### config.mk
export PLATFORM = sky130hd
export DESIGN_NAME = srtc_core
export DESIGN_NICKNAME = d
export VERILOG_FILES = /design/src/core/srtc_pkg.sv /design/src/core/srtc_core.sv
export SDC_FILE = /design/constraint.sdc
export NUM_CORES = 1
export LEC_CHECK = 0
export ABC_CLOCK_PERIOD_IN_PS = 4100
export BUFFER_PORTS_ARGS = -buffer_cell sky130_fd_sc_hd__buf_2
export CORE_UTILIZATION = 41
export DETAILED_ROUTE_END_ITERATION = 16
export MAX_ROUTING_LAYER = met4
export SLEW_MARGIN = 20
export SYNTH_ARGS = -nofsm -noshare
export SYNTH_HDL_FRONTEND = slang
export SYNTH_SLANG_ARGS = --single-unit
### constraint.sdc
create_clock -name mclk -period 4.1 [get_ports mclk]
set_clock_uncertainty 0.1 [all_clocks]
set_input_delay 0.41 -clock mclk [delete_from_list [all_inputs] [get_ports mclk]]
set_output_delay 0.41 -clock mclk [all_outputs]
set_load 0.01 [all_outputs]
### src/core/srtc_pkg.sv
// shared constants for the serial calendar clock core
package srtc_pkg;
   localparam logic [4:0] REG_SEC      = 5'h00;
   localparam logic [4:0] REG_MIN      = 5'h01;
   localparam logic [4:0] REG_HOUR     = 5'h02;
   localparam logic [4:0] REG_DAY      = 5'h03;
   localparam logic [4:0] REG_DATE     = 5'h04;
   localparam logic [4:0] REG_MONTH    = 5'h05;
   localparam logic [4:0] REG_YEAR     = 5'h06;
   localparam logic [4:0] REG_CTRL     = 5'h0e;
   localparam logic [4:0] REG_LAST     = 5'h10;
   localparam int         NUM_REGS     = 17;
   localparam int         NUM_TIME     = 7;
   localparam logic [6:0] DEV_ADDR     = 7'h68;
   localparam int         HOUR_12_BIT  = 6;
   localparam int         HOUR_PM_BIT  = 5;
   localparam int         CENTURY_BIT  = 7;
   localparam int         CTRL_OSC_OFF = 7;
   localparam int         CTRL_INTCN   = 2;
   localparam int         CTRL_SQW_EN  = 4;
   localparam logic [7:0] CTRL_RESET   = 8'h18;
   localparam int         OSC_HZ       = 32768;
   localparam int         OSC_HALF     = OSC_HZ / 2;
   localparam logic [7:0] DATE_RESET   = 8'h01;
   localparam logic [7:0] MONTH_RESET  = 8'h01;
   localparam logic [7:0] DAY_RESET    = 8'h01;
   typedef enum logic [2:0] {ST_IDLE, ST_ADDR, ST_ACK, ST_WDATA, ST_RDATA, ST_RACK, ST_SKIP} srtc_state_t;
endpackage

### src/core/srtc_core.sv
// calendar core with two-wire slave register access
// Behaviour
// - calendar seconds to year, leap through 2099
// - month end rolls date for short months
// - hours in 24-hour or 12-hour with pm
// - access opens with start and address, slave only
// - successive registers per byte until stop
// - power fail blocks address ack and writes, not reads already acked
// - data line only pulled low or released
// - one open-drain wave output, released in interrupt mode
// - time base from gated 32.768kHz oscillator
// - pointer wraps past 10h to 00h
// - snapshot on start, stop, wrap to 00h
// - time register reads served from the snapshot copy
// - time registers held in bcd
// - written byte stored at acknowledge
`timescale 1ns/1ps
module srtc_core
   import srtc_pkg::*;
(
   input  wire logic mclk,
   input  wire logic rst,
   input  wire logic scl_in,
   input  wire logic sda_in,
   output logic      sda_oe,
   output logic      sda_out,
   input  wire logic osc_input_pin,
   input  wire logic power_fail_threshold,
   output logic      wave_or_irq_out_oe,
   output logic      wave_or_irq_out
);
   import srtc_pkg::*;

   logic [7:0]  regs_reg [NUM_REGS];
   logic [7:0]  regs_next [NUM_REGS];
   logic [7:0]  snap_reg [NUM_TIME];
   logic [7:0]  snap_next [NUM_TIME];
   logic [2:0]  scl_s_reg, sda_s_reg, osc_s_reg, pf_s_reg;
   srtc_state_t st_reg, st_next;
   logic [3:0]  bit_reg, bit_next;
   logic [7:0]  sh_reg, sh_next;
   logic [4:0]  ptr_reg, ptr_next;
   logic        first_reg, first_next;
   logic        sda_oe_reg, sda_oe_next;
   logic [14:0] div_reg, div_next;
   logic        irq_oe_reg, irq_oe_next;
   logic        rmode_reg, rmode_next;

   // bcd increment with wrap to a floor value
   function automatic logic [7:0] bcd_inc(input logic [7:0] v, input logic [7:0] top, input logic [7:0] floor);
      if (v >= top)
         return floor;
      else if (v[3:0] == 4'h9)
         return {v[7:4] + 4'h1, 4'h0};
      else
         return {v[7:4], v[3:0] + 4'h1};
   endfunction

   // last date of a month, bcd
   function automatic logic [7:0] month_end(input logic [7:0] mon, input logic [7:0] yr);
      logic leap;
      leap = (yr[4] ? (yr[3:0] == 4'h2 || yr[3:0] == 4'h6) : (yr[3:0] == 4'h0 || yr[3:0] == 4'h4 || yr[3:0] == 4'h8));
      unique case (mon)
         8'h02:                         return leap ? 8'h29 : 8'h28;
         8'h04, 8'h06, 8'h09, 8'h11:    return 8'h30;
         default:                       return 8'h31;
      endcase
   endfunction

   // pointer step with wrap
   function automatic logic [4:0] ptr_inc(input logic [4:0] p);
      return (p >= REG_LAST) ? 5'h00 : p + 5'h01;
   endfunction

   wire scl    = scl_s_reg[1];
   wire sda    = sda_s_reg[1];
   wire scl_r  = scl_s_reg[1] & ~scl_s_reg[2];
   wire scl_f  = ~scl_s_reg[1] & scl_s_reg[2];
   wire start  = scl & scl_s_reg[2] & ~sda_s_reg[1] & sda_s_reg[2];
   wire stop   = scl & scl_s_reg[2] & sda_s_reg[1] & ~sda_s_reg[2];
   wire osc_r  = osc_s_reg[1] & ~osc_s_reg[2];
   wire blocked = pf_s_reg[1];

   always_ff @(posedge mclk) begin
      if (rst) begin
         scl_s_reg <= 3'h7;
         sda_s_reg <= 3'h7;
         osc_s_reg <= 3'h0;
         pf_s_reg  <= 3'h0;
      end else begin
         scl_s_reg <= {scl_s_reg[1:0], scl_in};
         sda_s_reg <= {sda_s_reg[1:0], sda_in};
         osc_s_reg <= {osc_s_reg[1:0], osc_input_pin};
         pf_s_reg  <= {pf_s_reg[1:0], power_fail_threshold};
      end
   end

   always_comb begin
      logic       tick;
      logic       roll;
      logic [7:0] h;
      logic       wr_now;
      logic       snap_now;
      logic [7:0] rd;
      logic [7:0] inc_v;
      tick     = 1'b0;
      inc_v    = 8'h00;
      roll     = 1'b0;
      h        = 8'h00;
      wr_now   = 1'b0;
      snap_now = 1'b0;
      rd       = 8'h00;
      for (int i = 0; i < NUM_REGS; i++)
         regs_next[i] = regs_reg[i];
      for (int i = 0; i < NUM_TIME; i++)
         snap_next[i] = snap_reg[i];
      st_next     = st_reg;
      bit_next    = bit_reg;
      sh_next     = sh_reg;
      ptr_next    = ptr_reg;
      first_next  = first_reg;
      sda_oe_next = sda_oe_reg;
      div_next    = div_reg;
      rmode_next  = rmode_reg;

      if (!regs_reg[REG_CTRL][CTRL_OSC_OFF] && osc_r) begin
         if (div_reg == 15'(OSC_HZ - 1)) begin
            div_next = 15'h0000;
            tick     = 1'b1;
         end else begin
            div_next = div_reg + 15'h0001;
         end
      end

      if (tick) begin
         regs_next[REG_SEC] = bcd_inc(regs_reg[REG_SEC], 8'h59, 8'h00);
         if (regs_reg[REG_SEC] == 8'h59) begin
            regs_next[REG_MIN] = bcd_inc(regs_reg[REG_MIN], 8'h59, 8'h00);
            if (regs_reg[REG_MIN] == 8'h59) begin
               h = regs_reg[REG_HOUR];
               if (h[HOUR_12_BIT]) begin
                  if (h[4:0] == 5'h11) begin
                     regs_next[REG_HOUR] = {h[7:6], ~h[HOUR_PM_BIT], 5'h12};
                     roll = h[HOUR_PM_BIT];
                  end else begin
                     inc_v               = bcd_inc({3'h0, h[4:0]}, 8'h12, 8'h01);
                     regs_next[REG_HOUR] = {h[7:5], inc_v[4:0]};
                  end
               end else begin
                  inc_v               = bcd_inc({2'h0, h[5:0]}, 8'h23, 8'h00);
                  regs_next[REG_HOUR] = {2'h0, inc_v[5:0]};
                  roll = (h[5:0] == 6'h23);
               end
               if (roll) begin
                  regs_next[REG_DAY] = bcd_inc(regs_reg[REG_DAY], 8'h07, 8'h01);
                  regs_next[REG_DATE] = bcd_inc(regs_reg[REG_DATE],
                     month_end(regs_reg[REG_MONTH] & 8'h1f, regs_reg[REG_YEAR]), 8'h01);
                  if (regs_reg[REG_DATE] >= month_end(regs_reg[REG_MONTH] & 8'h1f, regs_reg[REG_YEAR])) begin
                     inc_v                = bcd_inc(regs_reg[REG_MONTH] & 8'h1f, 8'h12, 8'h01);
                     regs_next[REG_MONTH] = {regs_reg[REG_MONTH][7], inc_v[6:0]};
                     if ((regs_reg[REG_MONTH] & 8'h1f) == 8'h12) begin
                        regs_next[REG_YEAR] = bcd_inc(regs_reg[REG_YEAR], 8'h99, 8'h00);
                        if (regs_reg[REG_YEAR] == 8'h99)
                           regs_next[REG_MONTH][CENTURY_BIT] = ~regs_reg[REG_MONTH][CENTURY_BIT];
                     end
                  end
               end
            end
         end
      end

      // unused pointer values read as zero
      if (ptr_reg > REG_LAST)
         rd = 8'h00;
      else if (ptr_reg < 5'(NUM_TIME))
         rd = snap_reg[ptr_reg[2:0]];
      else
         rd = regs_reg[ptr_reg];

      if (start) begin
         st_next     = ST_ADDR;
         bit_next    = 4'h0;
         first_next  = 1'b1;
         rmode_next  = 1'b0;
         sda_oe_next = 1'b0;
         snap_now    = 1'b1;
      end else if (stop) begin
         st_next     = ST_IDLE;
         sda_oe_next = 1'b0;
         snap_now    = 1'b1;
      end else begin
         unique case (st_reg)
            ST_IDLE, ST_SKIP: ;
            ST_ADDR, ST_WDATA: begin
               if (scl_r) begin
                  sh_next  = {sh_reg[6:0], sda};
                  bit_next = bit_reg + 4'h1;
               end
               if (scl_f && bit_reg == 4'h8) begin
                  bit_next = 4'h0;
                  if (st_reg == ST_ADDR) begin
                     if (sh_reg[7:1] == DEV_ADDR && !blocked) begin
                        sda_oe_next = 1'b1;
                        st_next     = ST_ACK;
                        first_next  = ~sh_reg[0];
                        rmode_next  = sh_reg[0];
                     end else
                        st_next = ST_SKIP;
                  end else if (!blocked) begin
                     sda_oe_next = 1'b1;
                     st_next     = ST_ACK;
                     wr_now      = 1'b1;
                  end else
                     st_next = ST_SKIP;
               end
            end
            ST_ACK: begin
               if (scl_f) begin
                  sda_oe_next = 1'b0;
                  // read direction only after the address byte
                  if (rmode_reg) begin
                     st_next     = ST_RDATA;
                     sh_next     = rd;
                     sda_oe_next = ~rd[7];
                     bit_next    = 4'h1;
                  end else
                     st_next = ST_WDATA;
               end
            end
            ST_RDATA: begin
               if (scl_f) begin
                  if (bit_reg == 4'h8) begin
                     sda_oe_next = 1'b0;
                     st_next     = ST_RACK;
                     ptr_next    = ptr_inc(ptr_reg);
                     snap_now    = (ptr_inc(ptr_reg) == 5'h00);
                  end else begin
                     sh_next     = {sh_reg[6:0], 1'b0};
                     sda_oe_next = ~sh_reg[6];
                     bit_next    = bit_reg + 4'h1;
                  end
               end
            end
            ST_RACK: begin
               if (scl_r && sda)
                  st_next = ST_SKIP;
               else if (scl_f) begin
                  sh_next     = rd;
                  sda_oe_next = ~rd[7];
                  bit_next    = 4'h1;
                  st_next     = ST_RDATA;
               end
            end
            default: st_next = ST_IDLE;
         endcase
      end

      if (wr_now) begin
         if (first_reg) begin
            ptr_next   = sh_reg[4:0];
            first_next = 1'b0;
         end else begin
            if (ptr_reg <= REG_LAST)
               regs_next[ptr_reg] = sh_reg;
            if (ptr_reg == REG_SEC)
               div_next = 15'h0000;
            ptr_next = ptr_inc(ptr_reg);
            snap_now = (ptr_inc(ptr_reg) == 5'h00);
         end
      end

      if (snap_now)
         for (int i = 0; i < NUM_TIME; i++)
            snap_next[i] = regs_next[i];

      irq_oe_next = regs_reg[REG_CTRL][CTRL_INTCN] ? 1'b0
                  : (regs_reg[REG_CTRL][CTRL_SQW_EN] && !regs_reg[REG_CTRL][CTRL_OSC_OFF]
                     && div_reg < 15'(OSC_HALF));
   end

   always_ff @(posedge mclk) begin
      if (rst) begin
         for (int i = 0; i < NUM_REGS; i++)
            regs_reg[i] <= 8'h00;
         regs_reg[REG_DAY]   <= DAY_RESET;
         regs_reg[REG_DATE]  <= DATE_RESET;
         regs_reg[REG_MONTH] <= MONTH_RESET;
         regs_reg[REG_CTRL]  <= CTRL_RESET;
         for (int i = 0; i < NUM_TIME; i++)
            snap_reg[i] <= 8'h00;
         st_reg     <= ST_IDLE;
         bit_reg    <= 4'h0;
         sh_reg     <= 8'h00;
         ptr_reg    <= 5'h00;
         first_reg  <= 1'b0;
         sda_oe_reg <= 1'b0;
         div_reg    <= 15'h0000;
         irq_oe_reg <= 1'b0;
         rmode_reg  <= 1'b0;
      end else begin
         regs_reg   <= regs_next;
         snap_reg   <= snap_next;
         st_reg     <= st_next;
         bit_reg    <= bit_next;
         sh_reg     <= sh_next;
         ptr_reg    <= ptr_next;
         first_reg  <= first_next;
         sda_oe_reg <= sda_oe_next;
         div_reg    <= div_next;
         irq_oe_reg <= irq_oe_next;
         rmode_reg  <= rmode_next;
      end
   end

   // open drain, only low when enabled
   always_ff @(posedge mclk) begin
      if (rst) begin
         sda_out         <= 1'b0;
         wave_or_irq_out <= 1'b0;
      end else begin
         sda_out         <= 1'b0;
         wave_or_irq_out <= 1'b0;
      end
   end
   assign sda_oe             = sda_oe_reg;
   assign wave_or_irq_out_oe = irq_oe_reg;
endmodule

* Word-level counts from Yosys, hierarchy flattened
Cells that the tools add are included.
Word-level totals: input port bits 6, logic and storage cells 311, output and inout bits 4, register bits 242
Operators by class: $lt $le $gt $ge 16, bitwise logic cells 24, reductions and logical operators 34, equality and inequality tests 52, mux-type cells 129, add/sub/neg operators 18
Operator list (number):
- 136-bit two-way mux | 3
- 8-bit two-way mux | 30
- 136-bit bitwise mux | 1
- 15-bit two-way mux | 5
- 56-bit two-way mux | 1
- 4-bit by 1-bit adder with 4-bit output (second input constant) | 13
- 5-bit two-way mux | 10
- 48-bit two-way mux | 1
- 1-bit two-way mux | 44
- 8-bit binary-select mux with 5-bit select | 1
- 8-bit demux with 5-bit select | 1
- 40-bit two-way mux | 1
- 4-bit equality test (second input constant) | 9
- 32-bit two-way mux | 1
- 4-bit two-way mux | 8
- 8-bit case mux with 4 select lines | 1
- 3-bit two-way mux | 10
- 6-bit two-way mux | 5
- 8-bit binary-select mux with 3-bit select | 1
- 2-bit != test (second input constant) | 9
- 8-bit by 7-bit equality test with 1-bit output (second input constant) | 2
- 8-bit by 7-bit >= comparator with 1-bit output (second input constant) | 2
- 16-bit two-way mux | 1
- 4-bit != test (second input constant) | 4
- 57 further kinds | 109

* Logic depth before layout (Yosys ltp)
Gate-level depths: netlist of the first run.
depth in word-level cells 20, depth in mapped cells 15, gate-level depth less buffers 13

* Least setup slack after synthesis of the first run
OpenSTA, ideal clock, no wires.
path kind reg-to-reg, start register regs_reg[83] in the netlist's numbering, end register snap_reg[0] in the netlist's numbering, data arrival time 3050 ps, library setup time 81 ps, cell stages (with the launch flop) 16, data required time 3919 ps, buffers on the path 2, path slack 869 ps, clock period less this slack 3231 ps, cell sequence dfxtp_1 > clkbuf_1 > a211o_1 > o21ai_0 > nand2_1 > a21oi_1 > nor4_1 > a31oi_1 > ha_1 > nor4b_1 > nor2_1 > nor2_1 > clkbuf_1 > nor2_1 > a211o_1 > a41oi_1
On the way: cells in the longest elaborated chain, start to end 20
RTL lines:
- from (decl) | line srtc_core.sv:34 | logic [7:0] regs_reg [NUM_REGS];
- from (signal assigned) | line srtc_core.sv:301 | regs_reg <= regs_next;
- 4-bit by 3-bit equality test with 1-bit output or 4-bit logical NOT (tied branches) | line srtc_core.sv:62 | leap = (yr[4] ? (yr[3:0] == 4'h2 || yr[3:0] == 4'h6) : (yr[3:0] == 4'h0 || yr[3:0] == 4'h4 || yr[3:0] == 4'h8) ...
- 1-bit logical OR (2 in a row) | line srtc_core.sv:62
- 1-bit two-way mux | line srtc_core.sv:62
- 1-bit two-way mux | line srtc_core.sv:64 | 8'h02: return leap ? 8'h29 : 8'h28;
- 5-bit case mux with 2 select lines | line srtc_core.sv:63 | unique case (mon)
- 8-bit two-way mux | line srtc_core.sv:154 | if (roll) begin
- 8-bit two-way mux | line srtc_core.sv:139 | if (regs_reg[REG_MIN] == 8'h59) begin
- 8-bit two-way mux | line srtc_core.sv:137 | if (regs_reg[REG_SEC] == 8'h59) begin
- [3 not listed]
- 32-bit two-way mux * | line srtc_core.sv:154
- 40-bit two-way mux * | line srtc_core.sv:139
- 48-bit two-way mux * | line srtc_core.sv:137
- 56-bit two-way mux * | line srtc_core.sv:135 | if (tick) begin
- 136-bit bitwise mux | line srtc_core.sv:264 | regs_next[ptr_reg] = sh_reg;
- 136-bit two-way mux | line srtc_core.sv:263 | if (ptr_reg <= REG_LAST)
- 136-bit two-way mux | line srtc_core.sv:259 | if (first_reg) begin
- 136-bit two-way mux * | line srtc_core.sv:258 | if (wr_now) begin
- to (signal assigned) | line srtc_core.sv:302 | snap_reg <= snap_next;
- to (decl) | line srtc_core.sv:36 | logic [7:0] snap_reg [NUM_TIME];
Every way passes the cells marked *; elsewhere a longest branch is shown, timed or not. The select of a mux whose other input is x is not followed. A chain may end at the register's enable or synchronous reset.

* Worst setup path after layout of the first run
start register regs_reg[82] in the netlist's numbering, end register snap_reg[0] in the netlist's numbering
Same word-level chain as after synthesis.

==> results.md, run 1 <==
* CTS Buffer Depth at 3
* Most Frequent Cell on Critical Path: nor2_1
* Crit. End Element: flip-flop
* Initial antenna violation count at 3
* Register area share after synthesis at 36.4%
* Die Y at 182 um
* Syn avg cell area at 8.21 um^2
* H-tree levels at 1
* CP top delay family: simple AND/OR/NAND/NOR gates
* Synth top area cells: dfxtp_1 36%, nand2_1 7.3%, mux4_2 6.3%
* Actual slew at the worst max-slew pin at 1.11 ns
* Total number of vias at 12400
* Outcome: finished, final reports clean
* Mapped cell area at 13300 um^2
* Via density at 6.08
* Vias in the first global route at 11400
* Final Max Slew Viols at 0
* Die width at 182 um
* R2R Setup Slk at 0.66 ns
* Routed Antenna Nets at 0
* Hold Path End: regs_reg[81]
* Area growth syn-to-layout at 9.88%
* Yosys top cell area share at 36.4%
* CP arrival at 3.79 ns
* Leak pwr at 0.00514 uW
* Most used DFF post-synth: dfxtp_1
* Total CTS buffers at 27
* Synth area leader: dfxtp_1
* CP max-delay cell: dfxtp_1
* Worst slew margin at 25.7%
* Fin crit period at 3.44 ns
* Grt ovf at 0
* Crit start category: flip-flop
* Layout cells sized above 1 at 11.3%
* Clk slew on worst S/H paths at 0.06 ns
* Crit path cell chain: a211o_1 > o21ai_0 > nand2_1 > a21oi_1 > nor4_1 > a31oi_1 > ha_1 > nor4b_1 > nor2_1 > nor2_1 > buf_4 > nor2_1 > a211o_1 > a41oi_1
* Worst R2R End: snap_reg[0]
* Post-synth EDFFs at 0
* Max stage delay on crit path at 0.52 ns
* Final Hold Vio Count at 0
* Core Area at 31800 um^2
* CTS tree: yes
* DR WL/cell at 21.7 um
* Port Buffers at 7
* Final period utilization at 83.8%
* Worst-case vdd ir drop at 0.299 mV
* Die area at 33200 um^2
* Setup bufs post-CTS at 0
* Nets@finish at 1615
* Post-synthesis register bit count at 242
* Commonest cells post-synth: 258 x nand2_1, 242 x dfxtp_1, 173 x nor2_1
* Routability cong. at 0.969
* Largest net degree at the start of global routing at 81
* RSZ-0062 raised after global routing: false
* 1st-iter DRT viols at 1208
* DPL Wire Length at 30700 um
* Resize count post-CTS at 0
* Max_cap viols at 0
* # IOs at 10
* Hold path cells at 2
* Gr usage total at 27.0%
* Placed Instances at 1983
* PwrDens at 345 nW/um^2
* Clk sinks at 242
* Filler instances at 3151
* Drt total wl at 44300 um
* Crit path buf inv count at 1
* # setup viols final at 0
* Worst Path Required at 4.45 ns
* Post-route setup TNS at 0 ns
* Non-Filler Instances at 2039
* Critical path class: reg -> reg
* Fmax at 0.291 GHz
* CTS hold repair buffers at 4
* Placement Cell Area at 13700 um^2
* Drt drc at 0
* Syn Inst Count at 1623
* First-pass DRT Iterations at 6
* Most common cell in the netlist: nand2_1
* Yosys warns at 0
* R2R depth at 14
* Hold crit path type: in -> reg
* CP max FO at 9
* Cell area after layout at 14600 um^2
* Rows at 65
* FFs w/ async S/R, synth at 0%
* First-pass GRT wire length at 67900 um
* Root Buffer: clkbuf_16
* Netlist cell types at 92
* Clock latency on the worst-skew pair at 0.54 ns
* Critical R2R Launch: regs_reg[82]
* Hold_sp: rst
* Initial Util at 41.9%
through the flow:
step           setup WS (ns)  utilization [%]  total power [uW]  hold WS, ns
2_1_floorplan          0.869                -              2620        0.289
3_3_place_gp           0.856             43.2              2690        0.292
3_5_place_dp           0.750             43.2              2690        0.303
4_1_cts                0.704             46.0              5090        0.124
5_1_grt                0.423             46.0              5210        0.154
6_report               0.663             46.0              5050        0.142
where the power goes:
part           internal, uW  leakage, uW  switching, uW
combinational          75.7      0.00276            149
clock                  1410     0.000421            989
sequential             2390      0.00196           36.8
cell families after synthesis:
logic type,Yosys count,synth area share (%)
simple gates,697,25.4
compound gates,402,20.5
xor+xnor,21,1.38
flops,242,36.4
buf+inv,166,5.10
mux,66,8.56
other cells,1,0.0281
fa+ha+maj,28,2.63
cell usage in the layout (no fill, tap or decap), types with 28 or more instances in the layout:
cell type | synthesis | final
nand2_1 | 258 | 258
dfxtp_1 | 242 | 240
nor2_1 | 173 | 173
a21oi_1 | 138 | 138
nand3_1 | 58 | 58
a211oi_1 | 45 | 45
o21ai_0 | 44 | 44
nor3_1 | 44 | 44
buf_4 | 3 | 43
inv_1 | 37 | 37
mux4_2 | 37 | 37
ha_1 | 28 | 28
worst max path at each step:
stage / end / slack (ns) / start / depth (start not counted)
4_1_cts: snap_reg[0] / 0.70 / regs_reg[82] / 14
3_5_place_dp: snap_reg[0] / 0.75 / regs_reg[83] / 14
5_1_grt: snap_reg[0] / 0.42 / regs_reg[81] / 14
2_1_floorplan: snap_reg[0] / 0.87 / regs_reg[83] / 15
6_report: snap_reg[0] / 0.66 / regs_reg[82] / 14
3_3_place_gp: snap_reg[0] / 0.86 / regs_reg[83] / 14
routing by layer:
metal | vias up | routed length [um] | global-route usage, % | share of wire, %
li1 | 5834 | - | - | -
met1 | 5963 | 19500 | 36.7 | 44
met2 | 514 | 19700 | 40.4 | 44
met3 | 93 | 3690 | 4.99 | 8.3
met4 | 0 | 1370 | 8.64 | 3.1
met5 | - | 0 | - | 0
area by class of cell:
| cell class | count | area, um^2 | area share [%] |
|---|---|---|---|
| timing repair buffer | 55 | 424 | 2.90 |
| clock inverter | 8 | 92.6 | 0.632 |
| clock buffer | 41 | 768 | 5.25 |
| sequential | 242 | 4850 | 33.1 |
| tap | 435 | 544 | 3.72 |
| inverter | 39 | 146 | 1.00 |
| multi-input combinational | 1216 | 7810 | 53.3 |
| antenna | 3 | 7.51 | 0.0513 |
No activity file was read; power rests on OpenSTA's default activity.
==> run 2, diff against run 1 <==
--- a/config.mk
+++ b/config.mk
@@ -5,7 +5,7 @@
 export SDC_FILE = /design/constraint.sdc
 export NUM_CORES = 1
 export LEC_CHECK = 0
-export ABC_CLOCK_PERIOD_IN_PS = 4100
+export ABC_CLOCK_PERIOD_IN_PS = 3550
 export BUFFER_PORTS_ARGS = -buffer_cell sky130_fd_sc_hd__buf_2
 export CORE_UTILIZATION = 41
 export DETAILED_ROUTE_END_ITERATION = 16
==> constraint.sdc (replaced) <==
create_clock -name mclk -period 3.55 [get_ports mclk]
set_clock_uncertainty 0.1 [all_clocks]
set_input_delay 0.355 -clock mclk [delete_from_list [all_inputs] [get_ports mclk]]
set_output_delay 0.355 -clock mclk [all_outputs]
set_load 0.01 [all_outputs]
==> run 2 against run 1 <==
- die area is the same
- sequential power is 15% higher
- clock power increased by 33%
- first-iteration DRC count increased by 4.6%
- utilization up 0.80 points
- critical endpoint is now snap_reg[5]
- largest power group is now clock
==> results.md, run 2 (same netlist as run 1, synthesis figures left out) <==
* Outcome: finished, final reports clean
* Via density at 6.17
* Fin crit period at 3.29 ns
* Root Buffer: clkbuf_16
* Gr usage total at 27.5%
* # setup viols final at 0
* Max stage delay on crit path at 0.53 ns
* Resize count post-CTS at 0
* Total CTS buffers at 29
* Final Max Slew Viols at 0
* Total number of vias at 12700
* Power share of the clock group at 51.0%
* Nets@finish at 1628
* Non-Filler Instances at 2052
* Worst setup margin at 0.258 ns
* Initial Util at 41.9%
* H-tree levels at 1
* RSZ-0062 raised after global routing: false
* Crit path buf inv count at 0
* Setup bufs post-CTS at 0
* First-pass DRT Iterations at 6
* Critical path class: reg -> reg
* CP max-delay cell: dfxtp_1
* Crit start category: flip-flop
* Most frequent cells in the layout: 258 x nand2_1, 240 x dfxtp_1, 173 x nor2_1
* Seq pwr share at 44.8%
* Combinational share of power at 4.2%
* Vias in the first global route at 11900
* Worst slew margin at 41.1%
* Grt ovf at 0
* Power, Total at 6250 uW
* # diodes at 0
* Rows at 65
* Routability cong. at 0.972
* Drt drc at 0
* # IOs at 10
* Clk sinks at 242
* Placed Instances at 1994
* Layout cells sized above 1 at 12.6%
* Area growth syn-to-layout at 11.8%
* DPL Wire Length at 30800 um
* Die width at 182 um
* Worst-case vdd ir drop at 0.361 mV
* Final Hold Vio Count at 0
* Final Hold Slack at 0.136 ns
* Largest net degree at the start of global routing at 73
* CP arrival at 3.67 ns
* CTS hold repair buffers at 4
* Die Y at 182 um
* Leak pwr at 0.00528 uW
* Fmax at 0.304 GHz
* Worst Path Required at 3.93 ns
* Max_cap viols at 0
* Switching pwr at 1430 uW
* Switching Fraction at 22.8%
* Core Area at 31800 um^2
* Pre-CTS WS at 0.295 ns
* Clock latency on the worst-skew pair at 0.56 ns
* CTS tree: yes
* Initial antenna violation count at 0
* Hold crit path type: in -> reg
* Internal cell power at 4820 uW
* Crit path cell chain: or3b_1 > or3_1 > ha_1 > nand3_1 > nor2_1 > or2_2 > and4_1 > mux2_2 > o211ai_1
* CP top delay family: simple AND/OR/NAND/NOR gates
* Actual slew at the worst max-slew pin at 0.883 ns
* Final period utilization at 92.7%
* Clk slew on worst S/H paths at 0.06 ns
* 1st-iter DRT viols at 1263
* CP max FO at 14
* Drt total wl at 44300 um
* PwrDens at 419 nW/um^2
* Die area at 33200 um^2
* Port Buffers at 7
* Most common cell after layout, fill and taps aside: nand2_1
* First-pass GRT wire length at 69800 um
* Routed Antenna Nets at 0
* Crit. End Element: flip-flop
* Post-route setup TNS at 0 ns
* DR WL/cell at 21.6 um
* CTS Buffer Depth at 3
## run 2: cell types whose count changed in the layout (fill, tap and decap cells not counted), sizes merged
| cell | delta |
|---|---|
| diode | -3 |
| inv | +1 |
| bufinv | +2 |
| clkinvlp | +2 |
| buf | +11 |
## run 2: layer usage
metal / up-vias / routed length, um / GRT usage, % / share of wire, %
met5: - / 0 / - / 0
met4: 0 / 1270 / 8.30 / 2.9
met3: 104 / 3680 / 4.27 / 8.3
met2: 552 / 19900 / 41.5 / 45
met1: 6145 / 19400 / 37.7 / 44
li1: 5866 / - / - / -
## run 2: final timing paths
path / cells past startpoint / start / to / slack (ns)
worst max-delay path: 9 / regs_reg[89] / snap_reg[5] / 0.26
worst min-delay path: 2 / rst / regs_reg[98] / 0.14
worst max register to register: 9 / regs_reg[89] / snap_reg[5] / 0.26
worst min register to register: 1 / scl_s_reg[0] / scl_s_reg[1] / 0.31
## run 2: stage by stage
step / util, % / instance area [um^2]
3_5_place_dp: 43.4 / 13800
6_report: 46.8 / 14900
4_1_cts: 46.8 / 14900
3_3_place_gp: 43.4 / 13800
5_1_grt: 46.8 / 14900
2_1_floorplan: - / 13300
## run 2: area by class of cell
class                      instances  area (um^2)
clock buffer                      41          861
clock inverter                    13          180
fill                            3099        16900
inverter                          39          146
multi-input combinational       1216         7810
sequential                       242         4850
tap                              435          544
timing repair buffer              66          507
## run 2: power by group through the flow
| stage | clock (uW) | combinational, uW | sequential [uW] |
|---|---|---|---|
| after floorplan | 0 | 190 | 2840 |
| after global placement | 0 | 252 | 2860 |
| after detailed placement | 0 | 253 | 2860 |
| after CTS | 3240 | 258 | 2800 |
| after global routing | 3350 | 283 | 2800 |
| final | 3190 | 260 | 2800 |
